===== src/verilog/sar_pkg.sv =====
package sar_pkg;

	// ----------------------------------------------------------------
	// Sizes and timing
	// ----------------------------------------------------------------

	// Result width after elaboration; 8 and 12 are the built variants.
	localparam int RESULT_WIDTH_DEFAULT = 8;
	localparam int RESULT_WIDTH_WIDE    = 12;

	// System clock and the bit rate of the approximation loop.
	localparam int CLK_SYS_HZ = 10_000_000;
	localparam int BIT_HZ     = 5_000_000;

	// System clocks per bit step, rounded down so the step is never slower than asked.
	localparam int BIT_DIV_CYCLES = (CLK_SYS_HZ / BIT_HZ) < 1 ? 1 : (CLK_SYS_HZ / BIT_HZ);

	// Depth of the result FIFO in words.
	localparam int RESULT_FIFO_DEPTH = 8;

	// ----------------------------------------------------------------
	// Reset values
	// ----------------------------------------------------------------

	localparam logic DONE_N_RESET = 1'b1;
	localparam logic ECHO_RESET   = 1'b0;

	// ----------------------------------------------------------------
	// Sequencer states
	// ----------------------------------------------------------------

	typedef enum logic [1:0] {
		ST_IDLE = 2'b00,
		ST_CONV = 2'b01,
		ST_DONE = 2'b10
	} sar_state_t;

endpackage : sar_pkg


===== src/verilog/result_fifo.sv =====
`timescale 1ns/1ps

module result_fifo #(
	parameter int WIDTH = 8,
	parameter int DEPTH = 8
) (
	// Clock and reset.
	input  wire logic             clk_sys,
	input  wire logic             srst,
	// Filling side.
	input  wire logic             in_valid,
	output logic                  in_ready,
	input  wire logic [WIDTH-1:0] in_data,
	// Draining side.
	output logic                  out_valid,
	input  wire logic             out_ready,
	output logic      [WIDTH-1:0] out_data
);

	localparam int AW = (DEPTH > 1) ? $clog2(DEPTH) : 1;

	logic [WIDTH-1:0] mem [DEPTH];
	logic [AW-1:0]    wr_ptr;
	logic [AW-1:0]    rd_ptr;
	logic [AW:0]      fill;
	wire              do_push;
	wire              do_pop;

	// ----------------------------------------------------------------
	// Handshakes
	// ----------------------------------------------------------------

	// A word moves on each side only when both valid and ready are high.
	assign do_push   = in_valid && in_ready;
	assign do_pop    = out_valid && out_ready;
	assign in_ready  = (fill != (AW+1)'(DEPTH));
	assign out_valid = (fill != '0);
	assign out_data  = mem[rd_ptr];

	// ----------------------------------------------------------------
	// Storage and pointers
	// ----------------------------------------------------------------

	// Pointers wrap at the depth so any depth works, not only powers of two.
	always_ff @(posedge clk_sys) begin
		if (srst) begin
			wr_ptr <= '0;
			rd_ptr <= '0;
			fill   <= '0;
		end else begin
			if (do_push) begin
				mem[wr_ptr] <= in_data;
				wr_ptr      <= (wr_ptr == AW'(DEPTH - 1)) ? '0 : wr_ptr + 1'b1;
			end
			if (do_pop)
				rd_ptr <= (rd_ptr == AW'(DEPTH - 1)) ? '0 : rd_ptr + 1'b1;
			fill <= fill + (AW+1)'(do_push) - (AW+1)'(do_pop);
		end
	end

endmodule : result_fifo


===== src/verilog/successive_approx_register.sv =====
`timescale 1ns/1ps
// How it works
// - Result register built eight or twelve bits wide.
// - Control latched separately; result updates on step edge.
// - Each step captures comparator into trial bit.
// - Same step drives next lower bit low.
// - Start low resets: top low, others high.
// - Start reset raises conversion done flag high.
// - First step loads top bit, then downward.
// - Bit zero loaded: done low, result frozen; serial echo still follows each step.
// - Inverted top result bit offered separately.
// - Enable high forces top high, blocks data.
// - Serial echo is input delayed one bit.
// - Done flag high throughout conversion, low after.

module successive_approx_register
#(
	parameter int WIDTH      = sar_pkg::RESULT_WIDTH_DEFAULT,
	parameter int BIT_DIV    = sar_pkg::BIT_DIV_CYCLES,
	parameter int FIFO_DEPTH = sar_pkg::RESULT_FIFO_DEPTH
) (
	// Clock and reset.
	input  wire logic             clk_sys,
	input  wire logic             srst,
	// Loop pins from controller, comparator and neighbour.
	input  wire logic             start_n,
	input  wire logic             data_in,
	input  wire logic             enable_n,
	// Parallel result towards the D/A converter, plus serial echo and done flag.
	output logic      [WIDTH-1:0] result,
	output logic                  top_result_bit_n,
	output logic                  serial_echo,
	output logic                  conversion_done_n,
	// Finished words, buffered.
	output logic                  word_valid,
	input  wire logic             word_ready,
	output logic      [WIDTH-1:0] word_data
);
	import sar_pkg::*;

	localparam int IW = (WIDTH > 1) ? $clog2(WIDTH) : 1;
	localparam int DW = (BIT_DIV > 1) ? $clog2(BIT_DIV) : 1;

	// Synchroniser stages; the first stage of each is read only by the second.
	logic [1:0] start_sync;
	logic [1:0] data_sync;
	logic [1:0] enable_sync;
	wire        start_s;
	wire        data_s;
	wire        enable_s;

	logic [DW-1:0]    div_cnt;
	logic             step;
	logic             enable_step;
	sar_state_t       state;
	sar_state_t       next_state;
	logic [WIDTH-1:0] sar;
	logic [WIDTH-1:0] next_sar;
	logic [IW-1:0]    trial_idx;
	logic             push_valid;
	logic             push_ready;
	logic [WIDTH-1:0] push_data;
	logic             fifo_out_valid;
	logic [WIDTH-1:0] fifo_out_data;
	wire              at_last_bit;
	wire              accept;
	wire              restart;
	wire              top_forced;

	// ----------------------------------------------------------------
	// Pin synchronisers
	// ----------------------------------------------------------------

	// Every loop pin comes from outside this clock and passes two flops.
	always_ff @(posedge clk_sys) begin
		start_sync  <= {start_sync[0], start_n};
		data_sync   <= {data_sync[0], data_in};
		enable_sync <= {enable_sync[0], enable_n};
	end

	assign start_s  = start_sync[1];
	assign data_s   = data_sync[1];
	assign enable_s = enable_sync[1];

	// ----------------------------------------------------------------
	// Bit rate divider
	// ----------------------------------------------------------------

	// One-cycle step pulse stands in for the rising edge of the bit clock.
	always_ff @(posedge clk_sys) begin
		if (srst) begin
			div_cnt <= '0;
			step    <= 1'b0;
		end else begin
			step    <= (div_cnt == DW'(BIT_DIV - 1));
			div_cnt <= (div_cnt == DW'(BIT_DIV - 1)) ? '0 : div_cnt + 1'b1;
		end
	end

	// ----------------------------------------------------------------
	// Sequencing decisions
	// ----------------------------------------------------------------

	// Control decisions are formed between steps and only take effect on a step.
	assign restart     = step && !start_s;
	assign at_last_bit = (trial_idx == '0);
	// The final bit waits for FIFO room, so a stalled reader stalls the loop.
	assign accept      = step && start_s && (state == ST_CONV) && !enable_s && !enable_step
	                     && (!at_last_bit || push_ready);
	assign top_forced  = enable_s;

	// ----------------------------------------------------------------
	// Enable tracking
	// ----------------------------------------------------------------

	// Enable as it stood at the last step; a release only counts from the next step,
	// so the comparator has a whole bit period to answer for the freed top bit.
	always_ff @(posedge clk_sys) begin
		if (srst)
			enable_step <= 1'b1;
		else if (step)
			enable_step <= enable_s;
	end

	// Next register contents and state.
	always_comb begin
		next_sar   = sar;
		next_state = state;
		if (restart) begin
			next_sar            = '1;
			next_sar[WIDTH-1]   = 1'b0;
			next_state          = ST_CONV;
		end else if (accept) begin
			next_sar[trial_idx] = data_s;
			if (!at_last_bit)
				next_sar[trial_idx - 1'b1] = 1'b0;
			else
				next_state = ST_DONE;
		end
	end

	// ----------------------------------------------------------------
	// Result and control registers
	// ----------------------------------------------------------------

	// Result data moves only on a step; DONE holds everything until a restart.
	always_ff @(posedge clk_sys) begin
		if (srst) begin
			state     <= ST_IDLE;
			sar       <= '0;
			trial_idx <= IW'(WIDTH - 1);
		end else begin
			state <= next_state;
			sar   <= next_sar;
			if (restart)
				trial_idx <= IW'(WIDTH - 1);
			else if (accept && !at_last_bit)
				trial_idx <= trial_idx - 1'b1;
		end
	end

	// Done flag: high from the start reset until bit zero is in.
	always_ff @(posedge clk_sys) begin
		if (srst)
			conversion_done_n <= DONE_N_RESET;
		else if (restart)
			conversion_done_n <= 1'b1;
		else if (accept && at_last_bit)
			conversion_done_n <= 1'b0;
	end

	// Outputs come from flops; a high enable overrides the top bit.
	always_ff @(posedge clk_sys) begin
		if (srst) begin
			result           <= '0;
			top_result_bit_n <= 1'b1;
		end else begin
			result           <= {next_sar[WIDTH-1] | top_forced, next_sar[WIDTH-2:0]};
			top_result_bit_n <= ~(next_sar[WIDTH-1] | top_forced);
		end
	end

	// Serial echo repeats the comparator one bit period later.
	always_ff @(posedge clk_sys) begin
		if (srst)
			serial_echo <= ECHO_RESET;
		else if (step)
			serial_echo <= data_s;
	end

	// ----------------------------------------------------------------
	// Result buffering
	// ----------------------------------------------------------------

	// The finished word enters the FIFO on the step that loads bit zero.
	assign push_valid = accept && at_last_bit;
	assign push_data  = next_sar;

	result_fifo #(
		.WIDTH (WIDTH),
		.DEPTH (FIFO_DEPTH)
	) u_fifo (
		.clk_sys   (clk_sys),
		.srst      (srst),
		.in_valid  (push_valid),
		.in_ready  (push_ready),
		.in_data   (push_data),
		.out_valid (fifo_out_valid),
		.out_ready (word_ready && word_valid),
		.out_data  (fifo_out_data)
	);

	// Output stage of the buffer: registered valid and data, one word deep.
	always_ff @(posedge clk_sys) begin
		if (srst) begin
			word_valid <= 1'b0;
			word_data  <= '0;
		end else if (!word_valid || word_ready) begin
			word_valid <= fifo_out_valid && !(word_valid && word_ready);
			word_data  <= fifo_out_data;
		end
	end

endmodule : successive_approx_register


===== config.mk =====
export PLATFORM = sky130hd
export DESIGN_NAME = successive_approx_register
export DESIGN_NICKNAME = d
export VERILOG_FILES = /design/src/verilog/sar_pkg.sv /design/src/verilog/result_fifo.sv /design/src/verilog/successive_approx_register.sv
export SDC_FILE = /design/constraint.sdc
export NUM_CORES = 1
export LEC_CHECK = 0
export ABC_CLOCK_PERIOD_IN_PS = 3000
export BUFFER_PORTS_ARGS = -buffer_cell sky130_fd_sc_hd__buf_2
export CAP_MARGIN = 20
export CORE_AREA = 5 5 131 133
export DETAILED_ROUTE_END_ITERATION = 10
export DIE_AREA = 0 0 136 138
export SETUP_SLACK_MARGIN = 0.02
export SLEW_MARGIN = 20
export SYNTH_ARGS = -nofsm -noshare
export SYNTH_HDL_FRONTEND = slang
export SYNTH_SLANG_ARGS = --single-unit

===== constraint.sdc =====
create_clock -name clk_sys -period 3 [get_ports clk_sys]
set_input_delay 0.15 -clock clk_sys [delete_from_list [all_inputs] [get_ports clk_sys]]
set_output_delay 0.15 -clock clk_sys [all_outputs]
set_load 0.02 [all_outputs]

==> impl_metrics.env <==
export IMPL_peakVddDrop_mv=0.280
export IMPL_die_h_um=138
export IMPL_outcome="finished, final reports clean"
export IMPL_crit_chain="inv_1 -> ha_1 -> nor2b_1 -> nand4_4 -> inv_2 -> nand2_1 -> nor2_1"
export IMPL_synth_flop_cell="edfxtp_1"
export IMPL_swShare=0.210
export IMPL_synth_cell_types=58
export IMPL_start_util=0.295
export IMPL_routedWlPerCell_um=15.7
export IMPL_hold_viol=0
export IMPL_synth_area_top_cells="edfxtp_1, dfxtp_1, mux4_2"
export IMPL_synth_nets=360
export IMPL_diodes=0
export IMPL_synth_avg_cell_area_um2=13.6
export IMPL_clk_latency_ns=0.34
export IMPL_grt_util_all_layers=0.105
export IMPL_cp_max_fo=15
export IMPL_hold_class="in2reg"
export IMPL_cts_resized=0
export IMPL_multi_input_area_um2=1620
export IMPL_clk_pin_slew_ns=0.07
export IMPL_slew_viol_final=0
export IMPL_coreArea_um2=15700
export IMPL_dr_first_iter_drc_count=131
export IMPL_cts_tree="done"
export IMPL_fill_cells=1551
export IMPL_layout_setup_ws_ns=0.435
export IMPL_portBuffers=25
export IMPL_worstSetupPathType="reg2reg"
export IMPL_grt_first_pass_wirelength_um=15500
export IMPL_grt_pass1_vias=2889
export IMPL_antenna_found_initial=0
export IMPL_synth_top_area_share=0.415
export IMPL_worstSetupStartpointType="flop"
export IMPL_drc=0
export IMPL_powerDensity_nw_per_um2=533
export IMPL_maxSlewHeadroom=0.407
export IMPL_via_per_inst=4.63
export IMPL_htree_levels=3
export IMPL_holdBufCountCts=3
export IMPL_fin_crit_ns=2.56
export IMPL_areaGrowthSynthToFinish_pct=13.6
export IMPL_die_width_um=136
export IMPL_wl_um=9240
export IMPL_final_common_cell="edfxtp_1"
export IMPL_post_synth_top_area_cell="edfxtp_1"
export IMPL_crit_path_top_delay_cell="nor2_1"
export IMPL_nets=385
export IMPL_tightest_slew_ns=0.888
export IMPL_internal_power_w=0.00222
export IMPL_die_area_um2=18800
export IMPL_setup_tns_ns=0
export IMPL_cts_setup_buffers=0
export IMPL_max_freq_mhz=390
export IMPL_synth_cell_area_um2=4630
export IMPL_clock_root_buffer="clkbuf_16"
export IMPL_drive_gt1_frac=0.208
export IMPL_synth_warnings=0
export IMPL_p_total_w=0.00281
export IMPL_dr_pass1_iters=4
export IMPL_gp_congestion=0.918
export IMPL_cp_required_ns=2.97
export IMPL_fin_crit_sh=0.855
export IMPL_seqCellArea_um2=2820
export IMPL_ios=26
export IMPL_rsz0062_at_grt="false"
export IMPL_gr_total_overflow=0
export IMPL_cts_sinks=109
export IMPL_ys_seq_area_frac=0.609
export IMPL_placementRows=46
export IMPL_p_switching_w=0.000589
export IMPL_setup_viol=0
export IMPL_pre_cts_ws_ns=0.456
export IMPL_cp_top_family="simple AND/OR/NAND/NOR gates"
export IMPL_final_antenna_net_count=0
export IMPL_leakagePower_nw=1.88
export IMPL_power_frac_seq=0.574
export IMPL_synth_enable_flop_cells=64
export IMPL_cp_end_kind="flop"
export IMPL_grt_start_max_net_pins=33
export IMPL_ys_seq_elements=109
export IMPL_async_reset_ff_frac=0
export IMPL_path_buf_inv=2
export IMPL_drv_cap=0
export IMPL_num_vias=2716
export IMPL_slowest_delay_ns=0.57
export IMPL_combPwrFrac=0.031
export IMPL_cts_made_buffers=9
export IMPL_clkPwrFrac=0.396
export IMPL_critPathArrivalTime_ns=2.53
export IMPL_detailed_place_hpwl_um=6310
export IMPL_layout_common_cells="edfxtp_1, dfxtp_1, buf_2, nor2_1, nand2_1"
export IMPL_synthCells=341
export IMPL_clock_skew_ns=0.00877
export IMPL_clock_path_buffers=2
==> routing by layer <==
metal	routed length (um)	vias to the layer above	track usage
met5	0	-	0
met4	88	0	0.0313
met3	449	6	0.0290
met2	4620	57	0.175
met1	4080	1328	0.134
li1	-	1325	-
==> sequential cells by signal, indices dropped and copies added (netlist names), 2 cells and up <==
| register | cells |
|---|---|
| u_fifo.wr_ptr | 3 |
| state | 2 |
| word_data | 8 |
| start_sync | 2 |
| u_fifo.mem | 64 |
| u_fifo.fill | 4 |
| u_fifo.rd_ptr | 3 |
| enable_sync | 2 |
| data_sync | 2 |
| trial_idx | 3 |
| sar | 8 |
==> final cells by class <==
class                           instances  area share
Clock buffer                           12      0.0468
Inverter                               12     0.00855
Tap cell                              216      0.0513
Timing Repair Buffer                   38      0.0437
Clock inverter                          4     0.00570
Sequential cell                       109       0.536
Multi-Input combinational cell        196       0.308
==> power groups by stage <==
stage               Sequential (W)  Clock (W)  Combinational (W)
global placement           0.00164          0          0.0000812
CTS                        0.00161    0.00115          0.0000871
global route               0.00161    0.00122          0.0000952
finish                     0.00161    0.00111          0.0000859
detailed placement         0.00165          0          0.0000839
floorplan                  0.00165          0          0.0000524
==> Yosys cell counts, types with 4 or more instances <==
cell type,n
and3_1,4
nand3b_1,4
nor2_1,24
nand2b_1,5
a21oi_1,13
buf_2,5
clkbuf_1,5
dfxtp_1,45
edfxtp_1,64
ha_1,12
mux2i_1,13
a211oi_1,9
buf_4,11
nor2b_1,9
nand2_1,20
o21ai_0,5
mux4_2,16
inv_1,10
nor3_1,8
==> stage by stage <==
stage,util,cells,area [um^2],hold slack [ns]
final,0.335,587,5270,0.161
after global routing,0.335,587,5270,0.183
after CTS,0.335,587,5270,0.145
after detailed placement,0.316,568,4960,0.254
after global placement,0.316,568,4960,0.254
after floorplan,-,341,4630,0.178
==> worst min-delay path, cell delays in order <==
cell	delay, ns
buf_2	0.09
nand2_1	0.06
and3_1	0.16
==> cell families after synthesis <==
group	synth area share
adders and majority gates	0.0367
AOI/OAI and AO/OA	0.0788
and+or+nand+nor	0.116
xor gates and xnor gates	0.00567
muxes	0.113
buffers and inverters	0.0410
DFF	0.609
==> worst paths after layout <==
check                                    from  depth (start not counted)          endpoint  slack, ns
worst max-delay path             trial_idx[0]                          7  u_fifo.mem[7][2]       0.44
worst min-delay path               word_ready                          3        word_valid       0.16
worst max register to register   trial_idx[0]                          7  u_fifo.mem[7][2]       0.44
worst min register to register  start_sync[0]                          0     start_sync[1]       0.33
Power figures use the tool's default switching activity.
